<file path="src/rtl/sar_ctrl_pkg.sv">
package sar_ctrl_pkg;

   // control/status register field positions
   localparam int CCS_DONE_BIT = 7;
   localparam int CCS_IEN_BIT = 6;
   localparam int CCS_CONT_BIT = 5;
   localparam int CH_W = 5;
   localparam int RES_W = 10;

   // second control register field positions
   localparam int CS2_ACTIVE_BIT = 7;
   localparam int CS2_TRIG_BIT = 6;
   localparam int CS2_CMPEN_BIT = 5;
   localparam int CS2_GTE_BIT = 4;

   // channel codes
   localparam logic [4:0] CH_LAST_INPUT = 5'h1B;
   localparam logic [4:0] CH_RESERVED = 5'h1C;
   localparam logic [4:0] CH_HIGH_REF = 5'h1D;
   localparam logic [4:0] CH_LOW_REF = 5'h1E;
   localparam logic [4:0] CH_OFF = 5'h1F;

   // reset values
   localparam logic [7:0] CCS_RESET = 8'h1F;
   localparam logic [7:0] CS2_RESET = 8'h00;

   // conversion clock select
   localparam logic [1:0] CLK_BUS = 2'h0;
   localparam logic [1:0] CLK_BUS_DIV2 = 2'h1;
   localparam logic [1:0] CLK_ALT = 2'h2;
   localparam logic [1:0] CLK_ASYNC = 2'h3;

   // mux source kind driven to the analog side
   typedef enum logic [1:0] {
      SRC_NONE,
      SRC_INPUT,
      SRC_HIGH_REF,
      SRC_LOW_REF
   } mux_src_t;

   typedef struct packed {
      mux_src_t src;
      logic [4:0] input_idx;
   } mux_sel_t;

   // analog core handshake
   typedef struct packed {
      logic power_on;
      logic step;
      logic [RES_W-1:0] trial;
   } sar_drive_t;

endpackage

</file>
<file path="src/rtl/sar_adc_conversion_control.sv">
`timescale 1ns/1ns
// Functional notes
// - clock from bus, bus/2 or async
// - hardware trigger starts a conversion
// - deep stop needs both low-volt bits
// - control write aborts, restarts in software trigger mode unless off or blocked by deep stop
// - done flag set per completion, read-only
// - with compare, done only if true
// - done cleared by write or result-low read
// - done with enable raises interrupt
// - single mode: one conversion per trigger
// - continuous mode converts repeatedly
// - channel codes decode inputs, references
// - all-ones code powers off, isolates
// - all-ones stop adds no conversion
// - single mode idles after completion
// - linear ten-bit successive approximation
// - results right-justified, ten or eight bits
// - compare less-than or greater-equal
// - trigger select picks software or hardware
// - active flag spans conversion
// - compare enable turns compare on
// - direction bit selects greater-or-equal
module sar_adc_conversion_control #(
   parameter int RESOLUTION = sar_ctrl_pkg::RES_W
) (
   // clock and reset
   input wire logic ref_clk_i,
   input wire logic rst_n_i,
   // control/status register port
   input wire logic ccs_wr_i,
   input wire logic [7:0] ccs_wdata_i,
   output logic [7:0] ccs_rdata_o,
   // second control register port
   input wire logic cs2_wr_i,
   input wire logic [7:0] cs2_wdata_i,
   output logic [7:0] cs2_rdata_o,
   // result and compare
   input wire logic result_low_rd_i,
   input wire logic mode_8bit_i,
   input wire logic [RESOLUTION-1:0] compare_value_i,
   output logic [RESOLUTION-1:0] result_o,
   output logic result_valid_o,
   // conversion clock and trigger
   input wire logic [1:0] clk_sel_i,
   input wire logic async_conv_clock_i,
   input wire logic hw_trigger_in_i,
   // power modes
   input wire logic deep_stop_retention_i,
   input wire logic lowvolt_detect_enable_i,
   input wire logic lowvolt_stop_enable_i,
   // analog side
   input wire logic comparator_i,
   output sar_ctrl_pkg::mux_sel_t mux_sel_o,
   output sar_ctrl_pkg::sar_drive_t sar_drive_o,
   // interrupt
   output logic conv_irq_o
);
   import sar_ctrl_pkg::*;

   typedef enum logic [1:0] {
      ST_IDLE,
      ST_CONVERT,
      ST_FINISH
   } conv_state_t;

   typedef struct packed {
      conv_state_t st;
      logic conv_done_flag;
      logic conv_irq_enable;
      logic continuous_enable;
      logic [CH_W-1:0] channel_select;
      logic trigger_select;
      logic compare_enable;
      logic compare_gte_select;
      logic conv_active_flag;
      logic hw_trig_q;
      logic [RESOLUTION-1:0] sar;
      logic [RESOLUTION-1:0] bit_mask;
      logic [RESOLUTION-1:0] result;
      logic result_valid;
      mux_sel_t mux;
      sar_drive_t drive;
      logic irq;
   } ctrl_state_t;

   ctrl_state_t state_r;
   ctrl_state_t state_nxt;
   logic step;
   logic allowed;
   logic hw_edge;
   logic start;
   logic [RESOLUTION-1:0] final_val;
   logic [RESOLUTION-1:0] fmt_val;
   logic cmp_true;

   ////////////////////////////////////////////////////////////////////
   // helpers

   // channel code to mux selection
   function automatic mux_sel_t decode_channel(input logic [CH_W-1:0] code);
      mux_sel_t m;
      m.src = SRC_NONE;
      m.input_idx = 5'h00;
      if (code <= CH_LAST_INPUT) begin
         m.src = SRC_INPUT;
         m.input_idx = code;
      end else if (code == CH_HIGH_REF) begin
         m.src = SRC_HIGH_REF;
      end else if (code == CH_LOW_REF) begin
         m.src = SRC_LOW_REF;
      end
      return m;
   endfunction

   // compare result against value
   function automatic logic compare_hit(input logic [RESOLUTION-1:0] val,
                                        input logic [RESOLUTION-1:0] ref_val,
                                        input logic gte);
      return gte ? (val >= ref_val) : (val < ref_val);
   endfunction

   ////////////////////////////////////////////////////////////////////
   // conversion step source

   sar_step_gen u_step (
      .ref_clk_i(ref_clk_i),
      .rst_n_i(rst_n_i),
      .clk_sel_i(clk_sel_i),
      .async_conv_clock_i(async_conv_clock_i),
      .run_i(state_r.st == ST_CONVERT),
      .step_o(step)
   );

   ////////////////////////////////////////////////////////////////////
   // combinational helpers

   // deep stop halts conversion unless both low-volt bits set
   assign allowed = ~deep_stop_retention_i |
                    (lowvolt_detect_enable_i & lowvolt_stop_enable_i);

   // timer overflow edge, only while idle
   assign hw_edge = hw_trigger_in_i & ~state_r.hw_trig_q;
   assign start = state_r.trigger_select & hw_edge & ~state_r.conv_active_flag &
                  (state_r.channel_select != CH_OFF) & allowed;

   // final sar value and right-justified formatting
   assign final_val = comparator_i ? state_r.sar : (state_r.sar & ~state_r.bit_mask);
   assign fmt_val = mode_8bit_i ?
                    {{(RESOLUTION-8){1'b0}}, final_val[RESOLUTION-1 -: 8]} :
                    final_val;
   assign cmp_true = compare_hit(fmt_val, mode_8bit_i ?
                     {{(RESOLUTION-8){1'b0}}, compare_value_i[7:0]} : compare_value_i,
                     state_r.compare_gte_select);

   ////////////////////////////////////////////////////////////////////
   // next state

   always_comb begin
      state_nxt = state_r;
      state_nxt.hw_trig_q = hw_trigger_in_i;
      state_nxt.drive.step = 1'b0;

      // second control register write
      if (cs2_wr_i) begin
         state_nxt.trigger_select = cs2_wdata_i[CS2_TRIG_BIT];
         state_nxt.compare_enable = cs2_wdata_i[CS2_CMPEN_BIT];
         state_nxt.compare_gte_select = cs2_wdata_i[CS2_GTE_BIT];
      end

      unique case (state_r.st)
         ST_IDLE: begin
            if (start) begin
               state_nxt.st = ST_CONVERT;
            end
         end
         ST_CONVERT: begin
            if (!allowed) begin
               // deep stop abort also ends the active span
               state_nxt.st = ST_IDLE;
               state_nxt.conv_active_flag = 1'b0;
            end else if (step) begin
               // linear sar: keep or drop current trial bit
               state_nxt.drive.step = 1'b1;
               if (state_r.bit_mask[0]) begin
                  state_nxt.st = ST_FINISH;
               end else begin
                  state_nxt.sar = final_val | (state_r.bit_mask >> 1);
                  state_nxt.bit_mask = state_r.bit_mask >> 1;
               end
            end
         end
         ST_FINISH: begin
            state_nxt.conv_active_flag = 1'b0;
            if (!state_r.compare_enable || cmp_true) begin
               state_nxt.conv_done_flag = 1'b1;
               state_nxt.result = fmt_val;
               state_nxt.result_valid = 1'b1;
            end
            if (state_r.continuous_enable &&
                (!state_r.trigger_select || state_r.continuous_enable)) begin
               state_nxt.st = ST_CONVERT;
            end else begin
               state_nxt.st = ST_IDLE;
            end
         end
         default: state_nxt.st = ST_IDLE;
      endcase

      // entering a conversion loads the first trial
      if (state_nxt.st == ST_CONVERT && state_r.st != ST_CONVERT) begin
         state_nxt.conv_active_flag = 1'b1;
         state_nxt.bit_mask = {1'b1, {(RESOLUTION-1){1'b0}}};
         state_nxt.sar = {1'b1, {(RESOLUTION-1){1'b0}}};
      end

      // result low read clears done, completion wins
      if (result_low_rd_i && !(state_r.st == ST_FINISH && state_nxt.conv_done_flag)) begin
         state_nxt.conv_done_flag = 1'b0;
      end

      // control write: abort and maybe restart
      if (ccs_wr_i) begin
         state_nxt.conv_done_flag = 1'b0;
         state_nxt.conv_irq_enable = ccs_wdata_i[CCS_IEN_BIT];
         state_nxt.continuous_enable = ccs_wdata_i[CCS_CONT_BIT];
         state_nxt.channel_select = ccs_wdata_i[CH_W-1:0];
         state_nxt.conv_active_flag = 1'b0;
         state_nxt.st = ST_IDLE;
         if (ccs_wdata_i[CH_W-1:0] != CH_OFF && !state_r.trigger_select && allowed) begin
            state_nxt.st = ST_CONVERT;
            state_nxt.conv_active_flag = 1'b1;
            state_nxt.bit_mask = {1'b1, {(RESOLUTION-1){1'b0}}};
            state_nxt.sar = {1'b1, {(RESOLUTION-1){1'b0}}};
         end
      end

      // all-ones code powers off and isolates; no extra conversion
      if (state_nxt.channel_select == CH_OFF) begin
         state_nxt.st = ST_IDLE;
         state_nxt.conv_active_flag = 1'b0;
      end

      // analog drive follows the next state
      state_nxt.mux = (state_nxt.st == ST_IDLE) ?
                      '{src: SRC_NONE, input_idx: 5'h00} :
                      decode_channel(state_nxt.channel_select);
      state_nxt.drive.power_on = (state_nxt.st != ST_IDLE);
      state_nxt.drive.trial = state_nxt.sar;
      state_nxt.irq = state_nxt.conv_done_flag & state_nxt.conv_irq_enable;
   end

   ////////////////////////////////////////////////////////////////////
   // state register

   always_ff @(posedge ref_clk_i) begin
      if (!rst_n_i) begin
         state_r <= '0;
         state_r.st <= ST_IDLE;
         state_r.channel_select <= CCS_RESET[CH_W-1:0];
      end else begin
         state_r <= state_nxt;
      end
   end

   ////////////////////////////////////////////////////////////////////
   // outputs

   // read views; done flag is read-only
   assign ccs_rdata_o = {state_r.conv_done_flag, state_r.conv_irq_enable,
                         state_r.continuous_enable, state_r.channel_select};
   assign cs2_rdata_o = {state_r.conv_active_flag, state_r.trigger_select,
                         state_r.compare_enable, state_r.compare_gte_select, 4'h0};
   assign result_o = state_r.result;
   assign result_valid_o = state_r.result_valid;
   assign mux_sel_o = state_r.mux;
   assign sar_drive_o = state_r.drive;
   assign conv_irq_o = state_r.irq;

endmodule

</file>
<file path="src/rtl/sar_step_gen.sv">
`timescale 1ns/1ns
module sar_step_gen (
   // clock and reset
   input wire logic ref_clk_i,
   input wire logic rst_n_i,
   // selection
   input wire logic [1:0] clk_sel_i,
   input wire logic async_conv_clock_i,
   input wire logic run_i,
   // step enable
   output logic step_o
);
   import sar_ctrl_pkg::*;

   typedef struct packed {
      logic div;
      logic async_q1;
      logic async_q2;
      logic async_q3;
      logic step;
   } step_state_t;

   step_state_t state_r;
   step_state_t state_nxt;

   // pick one step source, alternate clock never steps
   always_comb begin
      state_nxt = state_r;
      state_nxt.async_q1 = async_conv_clock_i;
      state_nxt.async_q2 = state_r.async_q1;
      state_nxt.async_q3 = state_r.async_q2;
      state_nxt.div = run_i ? ~state_r.div : 1'b0;
      state_nxt.step = 1'b0;
      if (run_i) begin
         unique case (clk_sel_i)
            CLK_BUS: state_nxt.step = 1'b1;
            CLK_BUS_DIV2: state_nxt.step = state_r.div;
            CLK_ALT: state_nxt.step = 1'b0;
            CLK_ASYNC: state_nxt.step = state_r.async_q2 & ~state_r.async_q3;
         endcase
      end
   end

   // state register
   always_ff @(posedge ref_clk_i) begin
      if (!rst_n_i) begin
         state_r <= '0;
      end else begin
         state_r <= state_nxt;
      end
   end

   assign step_o = state_r.step;
endmodule

</file>
<file path="config.mk">
export PLATFORM = sky130hd
export DESIGN_NAME = sar_adc_conversion_control
export DESIGN_NICKNAME = d
export VERILOG_FILES = /design/src/rtl/sar_ctrl_pkg.sv /design/src/rtl/sar_adc_conversion_control.sv /design/src/rtl/sar_step_gen.sv
export SDC_FILE = /design/constraint.sdc
export NUM_CORES = 1
export LEC_CHECK = 0
export ABC_CLOCK_PERIOD_IN_PS = 4500
export BUFFER_PORTS_ARGS = -buffer_cell sky130_fd_sc_hd__buf_2
export CAP_MARGIN = 25
export CORE_AREA = 2 2 87 89
export DETAILED_ROUTE_END_ITERATION = 10
export DIE_AREA = 0 0 89 91
export GPL_ROUTABILITY_DRIVEN = 0
export PLACE_DENSITY_LB_ADDON = 0.12
export SETUP_SLACK_MARGIN = 0.3
export SYNTH_ARGS = -nofsm -noshare
export SYNTH_HDL_FRONTEND = slang
export SYNTH_SLANG_ARGS = --single-unit
</file>
<file path="constraint.sdc">
create_clock -name ref_clk_i -period 4.5 [get_ports ref_clk_i]
set_input_delay 1.125 -clock ref_clk_i [delete_from_list [all_inputs] [get_ports ref_clk_i]]
set_output_delay 1.125 -clock ref_clk_i [all_outputs]
set_load 0.01 [all_outputs]
</file>
==> impl_results.rst, run 1 <==
.. list-table::
   :header-rows: 1

   * - Metric
     - Value
   * - Data required time of the critical path
     - 4.74 ns
   * - Post-synth top area share
     - 36.1%
   * - Endpoint with the worst hold slack
     - u_step.state_r[4]$_SDFF_PN0_
   * - Share of power burned in the clock network
     - 38.3%
   * - RSZ-0062 raised after global routing
     - no
   * - Syn_area_per_cell
     - 8.71 um2
   * - Power per unit of standard cell area
     - 313 nW/um2
   * - Combinational share of power
     - 12.0%
   * - Reg2reg end
     - result_valid_o$_SDFFE_PN0P_
   * - Setup Total Neg Slack
     - 0 ns
   * - Most heavily used metal layer in global routing
     - met2
   * - Cell taking the most area after synthesis
     - sky130_fd_sc_hd__dfxtp_1
   * - Initial antenna violation count
     - 0
   * - Number of vias after detailed routing
     - 2629
   * - Overall power
     - 1.14 mW
   * - Clock Path Buffers
     - 2
   * - Clock tree from TritonCTS
     - yes
   * - Number of buffers added by the clock tree synthesis step
     - 9
   * - Buffer cell driving the clock tree root
     - sky130_fd_sc_hd__clkbuf_8
   * - Peak supply drop
     - 0.202 mV
   * - Fraction of power spent switching nets
     - 28.9%
   * - Clock slew at reported path FFs
     - 0.07 ns
   * - Number of enable-type register cells in the synthesized netlist
     - 0
   * - Floorplan die area
     - 8100 um2
   * - Drt total wl
     - 7160 um
   * - Global-route track usage on met2
     - 30.0%
   * - Worst Setup Start Kind
     - input port
   * - Arr. time, crit path
     - 3.84 ns
   * - Most numerous cell in the Yosys netlist
     - sky130_fd_sc_hd__dfxtp_1
   * - Number of failing hold endpoints at the final stage
     - 0
   * - Shortest clock period the worst path allows after layout
     - 3.59 ns
   * - Clock Latency Late Sink
     - 0.34 ns
   * - Final count of pins violating max slew
     - 0
   * - Aggregate global-route resource usage
     - 19.1%
   * - Worst Reg-to-Reg Cells
     - 10
   * - Count of input and output buffers
     - 76
   * - Max_slew headroom
     - 57.4%
   * - Sequential-to-total area share from yosys stat
     - 36.1%
   * - Worst clock skew
     - 0.0104 ns
   * - Type of the worst setup path
     - input port to flop
   * - Max-cap violations
     - 0
   * - Pin count of the biggest net entering global routing
     - 36
   * - Clk sinks
     - 61
   * - X dimension of the die
     - 89 um
   * - Vias per cell
     - 5.04
   * - Internal power
     - 0.811 mW
   * - Fraction of synthesis flops using an asynchronous set or reset pin
     - 0%
   * - Synth Warn #
     - 0
   * - Met3 routing resource usage after global routing
     - 4.00%
   * - Fin nets
     - 473
   * - Residual DRC count
     - 0
   * - GR met1 Demand/Resource
     - 24.9%
   * - Net switching power
     - 0.329 mW
   * - Outcome
     - completed
   * - Count of endpoints failing setup in the final report
     - 0
   * - Average wire per cell in the routed design
     - 13.7 um
   * - Placed wire-length estimate
     - 5270 um
   * - Die span in y
     - 91 um
   * - Reg2Reg Setup Slack
     - 1.74 ns
   * - Count of instances resized after the clock tree is built
     - 0
   * - Dominant cells by area after synthesis
     - sky130_fd_sc_hd__dfxtp_1 36%, sky130_fd_sc_hd__buf_4 10%, sky130_fd_sc_hd__mux2i_1 6.8%, sky130_fd_sc_hd__nand2_1 6.1%, sky130_fd_sc_hd__ha_1 5.6%
   * - Setup crit end kind
     - flop
   * - Count of pins on the block boundary
     - 87
   * - Highest attainable clock frequency
     - 278 MHz
   * - Num rows
     - 31
   * - Antenna Violating Nets Remaining
     - 0
   * - Hold buffer count at CTS
     - 0
   * - Area overhead of the layout relative to synthesis
     - 7.92%
   * - Antenna cells
     - 0
   * - Iteration-0 DRC Markers
     - 70
   * - R2r startpoint
     - state_r[40]$_SDFF_PN0_
   * - Fraction of final layout cells with drive strength greater than 1
     - 27.7%
   * - Remaining Overflow, GRT
     - 0
   * - Class of the tightest hold or removal check
     - flop to flop
   * - H-tree levels
     - 3
   * - Most instantiated cells after synthesis
     - 61 x sky130_fd_sc_hd__dfxtp_1, 55 x sky130_fd_sc_hd__nand2_1, 46 x sky130_fd_sc_hd__buf_4
   * - Initial Utilization
     - 47.4%
   * - Vias in the first global route
     - 2542
   * - Pre-antenna DRT Iters
     - 4
   * - Cell area after technology mapping
     - 3380 um2
   * - Number of distinct library cells after synthesis
     - 53
   * - Part of the power in registers
     - 49.7%
   * - Hold path startpoint
     - u_step.state_r[4]$_SDFF_PN0_
   * - Core Region
     - 7140 um2
   * - Static power due to leakage
     - 1.64 nW
   * - Flops & latches, synth
     - 61
   * - Primary flip-flop cell chosen by synthesis mapping
     - sky130_fd_sc_hd__dfxtp_1
   * - Post-CTS Setup Bufs
     - 0
   * - Gate count of the mapped netlist
     - 388
   * - Peak fanout along the critical path
     - 19
   * - Cells on Worst Hold Path
     - 1
   * - Final clock period utilization by the worst path
     - 79.9%
   * - Wire length of the first global-routing pass
     - 12100 um
   * - Transition time of the tightest slew-check pin
     - 0.639 ns
-- through the flow --
step           worst slack [ns]  cells  cell area, um2  util [%]  hold WS (ns)
2_1_floorplan             0.935    391            3390         -         0.394
3_3_place_gp              0.546    506            3470      48.7         0.406
3_5_place_dp              0.527    506            3470      48.7         0.416
4_1_cts                   0.903    522            3650      51.1         0.428
5_1_grt                   0.712    522            3650      51.1         0.462
6_report                  0.906    522            3650      51.1         0.425
-- cells by family (layout without fill, tap and decap cells) --
group           count (synthesis)  count (layout)  synth area share, %
fa+ha+maj                      15              15                 5.55
mux                            24              24                 7.15
flops                          61              61                 36.1
simple gates                  131             131                 18.4
xor+xnor                        2               2                0.518
buf+inv                        82             114                 14.9
compound gates                 72              72                 17.2
other cells                     1               4                0.111
-- state kept, by name, summed over array words and instances, names as in the netlist --
register	flops
ccs_rdata_o	8
cs2_rdata_o	4
mux_sel_o	7
state_r	13
u_step.state_nxt	2
result_valid_o	1
result_o	10
u_step.state_r	2
u_step.step_o	1
conv_irq_o	1
sar_drive_o	12
-- layer usage --
metal	share of wire (%)	vias to the layer above
li1	-	1341
met1	46	1198
met2	47	77
met3	5.0	13
met4	1.8	0
met5	0	-
-- worst max-delay path: stages --
cell	delay, ns
sky130_fd_sc_hd__buf_2	0.38
sky130_fd_sc_hd__mux2i_1	0.23
sky130_fd_sc_hd__nor2_1	0.05
sky130_fd_sc_hd__nor2_1	0.21
sky130_fd_sc_hd__ha_1	0.29
sky130_fd_sc_hd__a41oi_1	0.21
sky130_fd_sc_hd__o21ai_1	0.12
sky130_fd_sc_hd__a221oi_2	0.23
sky130_fd_sc_hd__mux2_2	0.47
sky130_fd_sc_hd__and2_1	0.30
sky130_fd_sc_hd__o21a_1	0.21
-- area by class of cell --
| type | instances | area, um2 |
|---|---|---|
| clock buffers | 9 | 124 |
| clock inverters | 7 | 50.0 |
| fillers | 753 | 3490 |
| inverters | 22 | 82.6 |
| multi-input cells | 248 | 1670 |
| flip-flops and latches | 61 | 1220 |
| well taps | 99 | 124 |
| repair buffers | 76 | 380 |
-- layout by cell type, fill, tap and decap left out, drive strengths merged, types with 2 or more instances in the layout --
cell,instances
nand3b,3
dfxtp,61
nor3b,4
clkinv,7
nor2,37
a2111oi,2
a21bo,3
nand4,12
clkbuf,9
a21oi,24
nand2b,4
and3,4
conb,4
and2,7
a311oi,6
nand3,3
mux2i,23
ha,15
a211oi,2
inv,22
nand2,55
a21boi,2
buf,76
o21ai,18
o21a,2
a31oi,3
a21o,2
a32oi,2
-- worst max-delay path by stage --
stage | startpoint | end | slack [ns] | cells past startpoint
global placement | mode_8bit_i | result_valid_o$_SDFFE_PN0P_ | 0.55 | 11
detailed placement | mode_8bit_i | result_valid_o$_SDFFE_PN0P_ | 0.53 | 11
global route | mode_8bit_i | result_valid_o$_SDFFE_PN0P_ | 0.71 | 11
finish | mode_8bit_i | result_valid_o$_SDFFE_PN0P_ | 0.91 | 11
CTS | mode_8bit_i | result_valid_o$_SDFFE_PN0P_ | 0.90 | 11
floorplan | mode_8bit_i | result_valid_o$_SDFFE_PN0P_ | 0.94 | 12
-- power groups by stage --
stage / registers (mW) / clock network [mW] / logic [mW]
6_report: 0.566 / 0.437 / 0.137
5_1_grt: 0.568 / 0.476 / 0.154
4_1_cts: 0.566 / 0.449 / 0.139
3_5_place_dp: 0.579 / 0 / 0.138
3_3_place_gp: 0.579 / 0 / 0.137
2_1_floorplan: 0.575 / 0 / 0.115
Power figures use the tool's default switching activity.
==> run 2, diff against run 1 <==
--- a/config.mk
+++ b/config.mk
@@ -5,12 +5,13 @@
 export SDC_FILE = /design/constraint.sdc
 export NUM_CORES = 1
 export LEC_CHECK = 0
-export ABC_CLOCK_PERIOD_IN_PS = 4500
+export ABC_AREA = 1
+export ABC_CLOCK_PERIOD_IN_PS = 3600
 export BUFFER_PORTS_ARGS = -buffer_cell sky130_fd_sc_hd__buf_2
 export CAP_MARGIN = 25
-export CORE_AREA = 2 2 87 89
+export CORE_AREA = 2 2 85 87
 export DETAILED_ROUTE_END_ITERATION = 10
-export DIE_AREA = 0 0 89 91
+export DIE_AREA = 0 0 87 89
 export GPL_ROUTABILITY_DRIVEN = 0
 export PLACE_DENSITY_LB_ADDON = 0.12
 export SETUP_SLACK_MARGIN = 0.3
==> constraint.sdc (replaced) <==
create_clock -name ref_clk_i -period 3.6 [get_ports ref_clk_i]
set_input_delay 0.9 -clock ref_clk_i [delete_from_list [all_inputs] [get_ports ref_clk_i]]
set_output_delay 0.9 -clock ref_clk_i [all_outputs]
set_load 0.01 [all_outputs]
==> run 2 against run 1 <==
Register-to-register slack lost 0.65 ns. Die area shrank 4.4%. Sequential cell count is the same. Non-clock buffer count grew 3. Sequential share of layout area grew 0.34 points. Power grew 39%. First-iteration DRC count grew 36%. Area after synthesis shrank 3.1%. Critical path type unchanged. Critical endpoint unchanged. Largest cell class unchanged.
==> impl_results.rst, run 2 <==
.. list-table::
   :header-rows: 1

   * - Metric
     - Value
   * - Outcome
     - completed (unchanged)
   * - Worst Path Buf+Inv
     - 5 (was 1)
   * - Clock Path Buffers
     - 2 (unchanged)
   * - Sequence of cells on the critical path
     - buf_2 > inv_1 > a21boi_0 > buf_4 > nand2_1 > o21ai_0 > ha_1 > inv_1 > o21bai_1 > nand4_1 > nand3_1 > nand2_1 > nand3_1 > nand2_2 > inv_1 > nor2_1 > nor2_1 (was buf_2 > mux2i_1 > nor2_1 > nor2_1 > ha_1 > a41oi_1 > o21ai_1 > a221oi_2 > mux2_2 > and2_1 > o21a_1)
   * - Pin count of the biggest net entering global routing
     - 27 (was 36)
   * - Clock slew at reported path FFs
     - 0.07 ns (about the same)
   * - Clock Latency Late Sink
     - 0.34 ns (about the same)
   * - Transition time of the tightest slew-check pin
     - 0.520 ns (was 0.639 ns)
   * - H-tree levels
     - 3 (unchanged)
   * - Number of distinct library cells after synthesis
     - 37 (was 53)
   * - Sequential standard cell area
     - 1220 um2 (unchanged)
   * - Worst Setup Start Kind
     - input port (unchanged)
   * - Worst slack, placed
     - 0.360 ns (was 0.527 ns)
   * - Dominant cells by area after synthesis
     - sky130_fd_sc_hd__dfxtp_1 37%, sky130_fd_sc_hd__buf_4 10%, sky130_fd_sc_hd__nand2_1 10%, sky130_fd_sc_hd__nor2_1 6.4%, sky130_fd_sc_hd__inv_1 6.2% (was sky130_fd_sc_hd__dfxtp_1 36%, sky130_fd_sc_hd__buf_4 10%, sky130_fd_sc_hd__mux2i_1 6.8%, sky130_fd_sc_hd__nand2_1 6.1%, sky130_fd_sc_hd__ha_1 5.6%)
   * - Antenna cells
     - 0 (unchanged)
   * - Family with the most delay on the worst path
     - simple AND/OR/NAND/NOR gates (was compound AO/OA/AOI/OAI gates)
   * - Wire length of the first global-routing pass
     - 10700 um (was 12100 um)
   * - Dominant combinational cell family by area after synthesis
     - simple AND/OR/NAND/NOR gates (unchanged)
   * - Area share of xor/xnor cells in the synthesized design
     - 0% (was 0.518%)
   * - Count of input and output buffers
     - 76 (unchanged)
   * - Antenna Violating Nets Remaining
     - 0 (unchanged)
   * - Hold path startpoint
     - u_step.state_r[4]$_SDFF_PN0_ (unchanged)
   * - Number of vias after detailed routing
     - 2677 (was 2629)
   * - Drt total wl
     - 6550 um (was 7160 um)
   * - Placed wire-length estimate
     - 4910 um (was 5270 um)
   * - Cell taking the most area after synthesis
     - sky130_fd_sc_hd__dfxtp_1 (unchanged)
   * - Pre-antenna DRT Iters
     - 4 (unchanged)
   * - Final core area utilization
     - 53.7% (was 51.1%)
   * - Flip-flop count of the largest register, all copies and words added
     - 13 (unchanged)
   * - Worst clock skew
     - 0.00679 ns (was 0.0104 ns)
   * - Core Region
     - 6720 um2 (was 7140 um2)
   * - Floorplan die area
     - 7740 um2 (was 8100 um2)
   * - Post-Route Hold Slack
     - 0.417 ns (was 0.425 ns)
   * - Number of non-filler instances in the completed layout
     - 565 (was 522)
   * - Max_slew headroom
     - 65.4% (was 57.4%)
   * - Commonest non-fill, non-tap cells in the layout
     - 89 x sky130_fd_sc_hd__nand2_1, 76 x sky130_fd_sc_hd__buf_2, 61 x sky130_fd_sc_hd__dfxtp_1 (was 76 x sky130_fd_sc_hd__buf_2, 61 x sky130_fd_sc_hd__dfxtp_1, 55 x sky130_fd_sc_hd__nand2_1)
   * - Overall power
     - 1.58 mW (was 1.14 mW)
   * - Fin nets
     - 535 (was 473)
   * - Primary flip-flop cell chosen by synthesis mapping
     - sky130_fd_sc_hd__dfxtp_1 (unchanged)
   * - Count of pins on the block boundary
     - 87 (unchanged)
   * - Arr. time, crit path
     - 3.17 ns (was 3.84 ns)
   * - Cell area after layout
     - 3610 um2 (was 3650 um2)
   * - Standard cell with the maximum stage delay on the critical path
     - sky130_fd_sc_hd__ha_1 (was sky130_fd_sc_hd__mux2_2)
   * - Post-synthesis share of cell area spent on full adders, half adders and majority gates
     - 5.73% (was 5.55%)
   * - Highest attainable clock frequency
     - 340 MHz
   * - Flops & latches, synth
     - 61 (unchanged)
   * - Hold buffer count at CTS
     - 0 (unchanged)
   * - Share of synthesized area spent on multiplexers
     - 0.420% (was 7.15%)
   * - Syn_area_per_cell
     - 7.39 um2 (was 8.71 um2)
   * - Setup crit end kind
     - flop (unchanged)
   * - Class of the tightest hold or removal check
     - flop to flop (unchanged)
   * - Initial Utilization
     - 48.7% (was 47.4%)
   * - Gate count of the mapped netlist
     - 443 (was 388)
   * - Post-synth top area share
     - 37.3% (was 36.1%)
   * - Fraction of the mapped netlist area in compound gates
     - 10.7% (was 17.2%)
   * - Clock tree from TritonCTS
     - yes (unchanged)
   * - Setup Total Neg Slack
     - 0 ns (unchanged)
   * - Commonest non-fill, non-tap cell in the layout
     - sky130_fd_sc_hd__nand2_1 (was sky130_fd_sc_hd__buf_2)
   * - Area fraction in and, or, nand and nor cells after synthesis
     - 26.8% (was 18.4%)
   * - Type of the worst setup path
     - input port to flop (unchanged)
   * - Fraction of synthesis flops using an asynchronous set or reset pin
     - 0% (unchanged)
   * - Fill cell instance count of the final layout
     - 678 (was 753)
   * - Vias in the first global route
     - 2488 (was 2542)
   * - Buffer cell driving the clock tree root
     - sky130_fd_sc_hd__clkbuf_8 (unchanged)
   * - Shortest clock period the worst path allows after layout
     - 2.94 ns
   * - Vias per cell
     - 4.74 (was 5.04)
   * - Reg2reg end
     - result_valid_o$_SDFFE_PN0P_ (unchanged)
   * - Count of endpoints failing setup in the final report
     - 0 (unchanged)
   * - Average wire per cell in the routed design
     - 11.6 um (was 13.7 um)
   * - Final count of pins violating max slew
     - 0 (unchanged)
   * - Delay contributed by the slowest stage of the critical path
     - 0.32 ns (was 0.47 ns)
   * - Num rows
     - 30 (was 31)
   * - RSZ-0062 raised after global routing
     - no (unchanged)
   * - Final clock period utilization by the worst path
     - 81.7%
   * - Aggregate global-route resource usage
     - 17.8% (was 19.1%)
   * - Number of failing hold endpoints at the final stage
     - 0 (unchanged)
   * - X dimension of the die
     - 87 um (was 89 um)
   * - Peak supply drop
     - 0.317 mV (was 0.202 mV)
   * - Area overhead of the layout relative to synthesis
     - 10.3% (was 7.92%)
   * - Max-cap violations
     - 0 (unchanged)
   * - Most instantiated cells after synthesis
     - 89 x sky130_fd_sc_hd__nand2_1, 61 x sky130_fd_sc_hd__dfxtp_1, 56 x sky130_fd_sc_hd__nor2_1 (was 61 x sky130_fd_sc_hd__dfxtp_1, 55 x sky130_fd_sc_hd__nand2_1, 46 x sky130_fd_sc_hd__buf_4)
   * - Remaining Overflow, GRT
     - 0 (unchanged)
   * - Number of buffers added by the clock tree synthesis step
     - 9 (unchanged)
   * - Synth Warn #
     - 0 (unchanged)
   * - Most common cell on crit path
     - sky130_fd_sc_hd__inv_1 (was sky130_fd_sc_hd__nor2_1)
   * - Cell area after technology mapping
     - 3270 um2 (was 3380 um2)
   * - Data required time of the critical path
     - 3.83 ns (was 4.74 ns)
   * - Endpoint with the worst hold slack
     - u_step.state_r[4]$_SDFF_PN0_ (unchanged)
   * - Cells on Worst Hold Path
     - 1 (unchanged)
   * - Initial antenna violation count
     - 0 (unchanged)
   * - Number of enable-type register cells in the synthesized netlist
     - 0 (unchanged)
   * - Reg2Reg Setup Slack
     - 1.09 ns (was 1.74 ns)
   * - Die span in y
     - 89 um (was 91 um)
   * - Sequential-to-total area share from yosys stat
     - 37.3% (was 36.1%)
   * - Combined area of the multi-input logic cells
     - 1440 um2 (was 1670 um2)
   * - Fraction of final layout cells with drive strength greater than 1
     - 27.2% (was 27.7%)
   * - Worst path setup slack after routing
     - 0.660 ns (was 0.906 ns)
   * - Post-CTS Setup Bufs
     - 0 (unchanged)
   * - Iteration-0 DRC Markers
     - 95 (was 70)
   * - Cell Count Post-Placement
     - 549 (was 506)
   * - Most numerous cell in the Yosys netlist
     - sky130_fd_sc_hd__nand2_1 (was sky130_fd_sc_hd__dfxtp_1)
   * - Power per unit of standard cell area
     - 437 nW/um2 (was 313 nW/um2)
   * - Worst Reg-to-Reg Cells
     - 15 (was 10)
   * - Residual DRC count
     - 0 (unchanged)
   * - R2r startpoint
     - sar_drive_o[3]$_SDFF_PN0_ (was state_r[40]$_SDFF_PN0_)
   * - Standard cell area after detailed placement
     - 3380 um2 (was 3470 um2)
   * - Clk sinks
     - 61 (unchanged)
   * - Register containing the most flip-flops in the final layout
     - state_r (unchanged)
   * - Static power due to leakage
     - 1.87 nW (was 1.64 nW)
   * - Peak fanout along the critical path
     - 19 (unchanged)
==> run 2: cell types whose count changed in the layout (fill, tap and decap cells not counted), moves of 9 or more <==
cell and delta:
sky130_fd_sc_hd__nor2_1 +20, sky130_fd_sc_hd__nor2_2 +14, sky130_fd_sc_hd__nand4_1 -9, sky130_fd_sc_hd__o21ai_0 +25
sky130_fd_sc_hd__mux2i_1 -23, sky130_fd_sc_hd__nand2_1 +34, sky130_fd_sc_hd__inv_1 +33
==> run 2: how the worst max path moves through the flow <==
stage / startpoint / slack [ns] / to / depth (start not counted)
after global placement: comparator_i / 0.37 / result_valid_o$_SDFFE_PN0P_ / 17
after global routing: comparator_i / 0.35 / result_valid_o$_SDFFE_PN0P_ / 16
final: comparator_i / 0.66 / result_valid_o$_SDFFE_PN0P_ / 17
after detailed placement: mode_8bit_i / 0.36 / result_valid_o$_SDFFE_PN0P_ / 14
after floorplan: mode_8bit_i / 0.70 / result_o[3]$_SDFFE_PN0P_ / 16
after CTS: comparator_i / 0.65 / result_valid_o$_SDFFE_PN0P_ / 17
==> run 2: cell type report <==
cell class	count	area share (%)
clock buffer	11	4.19
clock inverter	5	2.29
inverter	55	5.79
multi-input combinational	274	40.0
sequential	61	33.8
tap	80	2.77
timing repair buffer	79	11.2
==> run 2: power breakdown <==
part | switching, mW | internal, mW | leakage (nW)
Clock | 0.277 | 0.427 | 0.108
Combinational | 0.107 | 0.0593 | 1.27
Sequential | 0.0130 | 0.696 | 0.497
==> run 2: worst register-to-register path: stages (launching register included) <==
cell,delay (ns)
sky130_fd_sc_hd__dfxtp_1,0.37
sky130_fd_sc_hd__a21boi_0,0.30
sky130_fd_sc_hd__buf_4,0.17
sky130_fd_sc_hd__nand2_1,0.04
sky130_fd_sc_hd__o21ai_0,0.16
sky130_fd_sc_hd__ha_1,0.32
sky130_fd_sc_hd__inv_1,0.06
sky130_fd_sc_hd__o21bai_1,0.05
sky130_fd_sc_hd__nand4_1,0.09
sky130_fd_sc_hd__nand3_1,0.09
sky130_fd_sc_hd__nand2_1,0.07
sky130_fd_sc_hd__nand3_1,0.10
sky130_fd_sc_hd__nand2_2,0.30
sky130_fd_sc_hd__inv_1,0.13
sky130_fd_sc_hd__nor2_1,0.10
sky130_fd_sc_hd__nor2_1,0.04
==> run 2: logic make-up (layout without fill, tap and decap cells) <==
family / after synthesis / after routing
muxes: 1 / 1
and+or+nand+nor: 193 / 193
adders and majority gates: 15 / 15
DFF: 61 / 61
buffers and inverters: 111 / 150
other: 1 / 4
AOI/OAI and AO/OA: 61 / 61
==> run 2: per-layer routing <==
layer / wire [um] / up-vias / GRT usage, % / part of all wire, %
li1: - / 1411 / - / -
met5: 0 / - / 0 / 0
met1: 2820 / 1186 / 19.6 / 43
met3: 326 / 13 / 4.80 / 5.0
met4: 135 / 0 / 7.95 / 2.1
met2: 3270 / 67 / 32.2 / 50
==> run 2: timing repair <==
action | 4_1_cts | 5_1_grt
endpoints found under the setup margin | 0 | 1
hold endpoints to repair | 0 | 0
gates resized for setup | 0 | 1
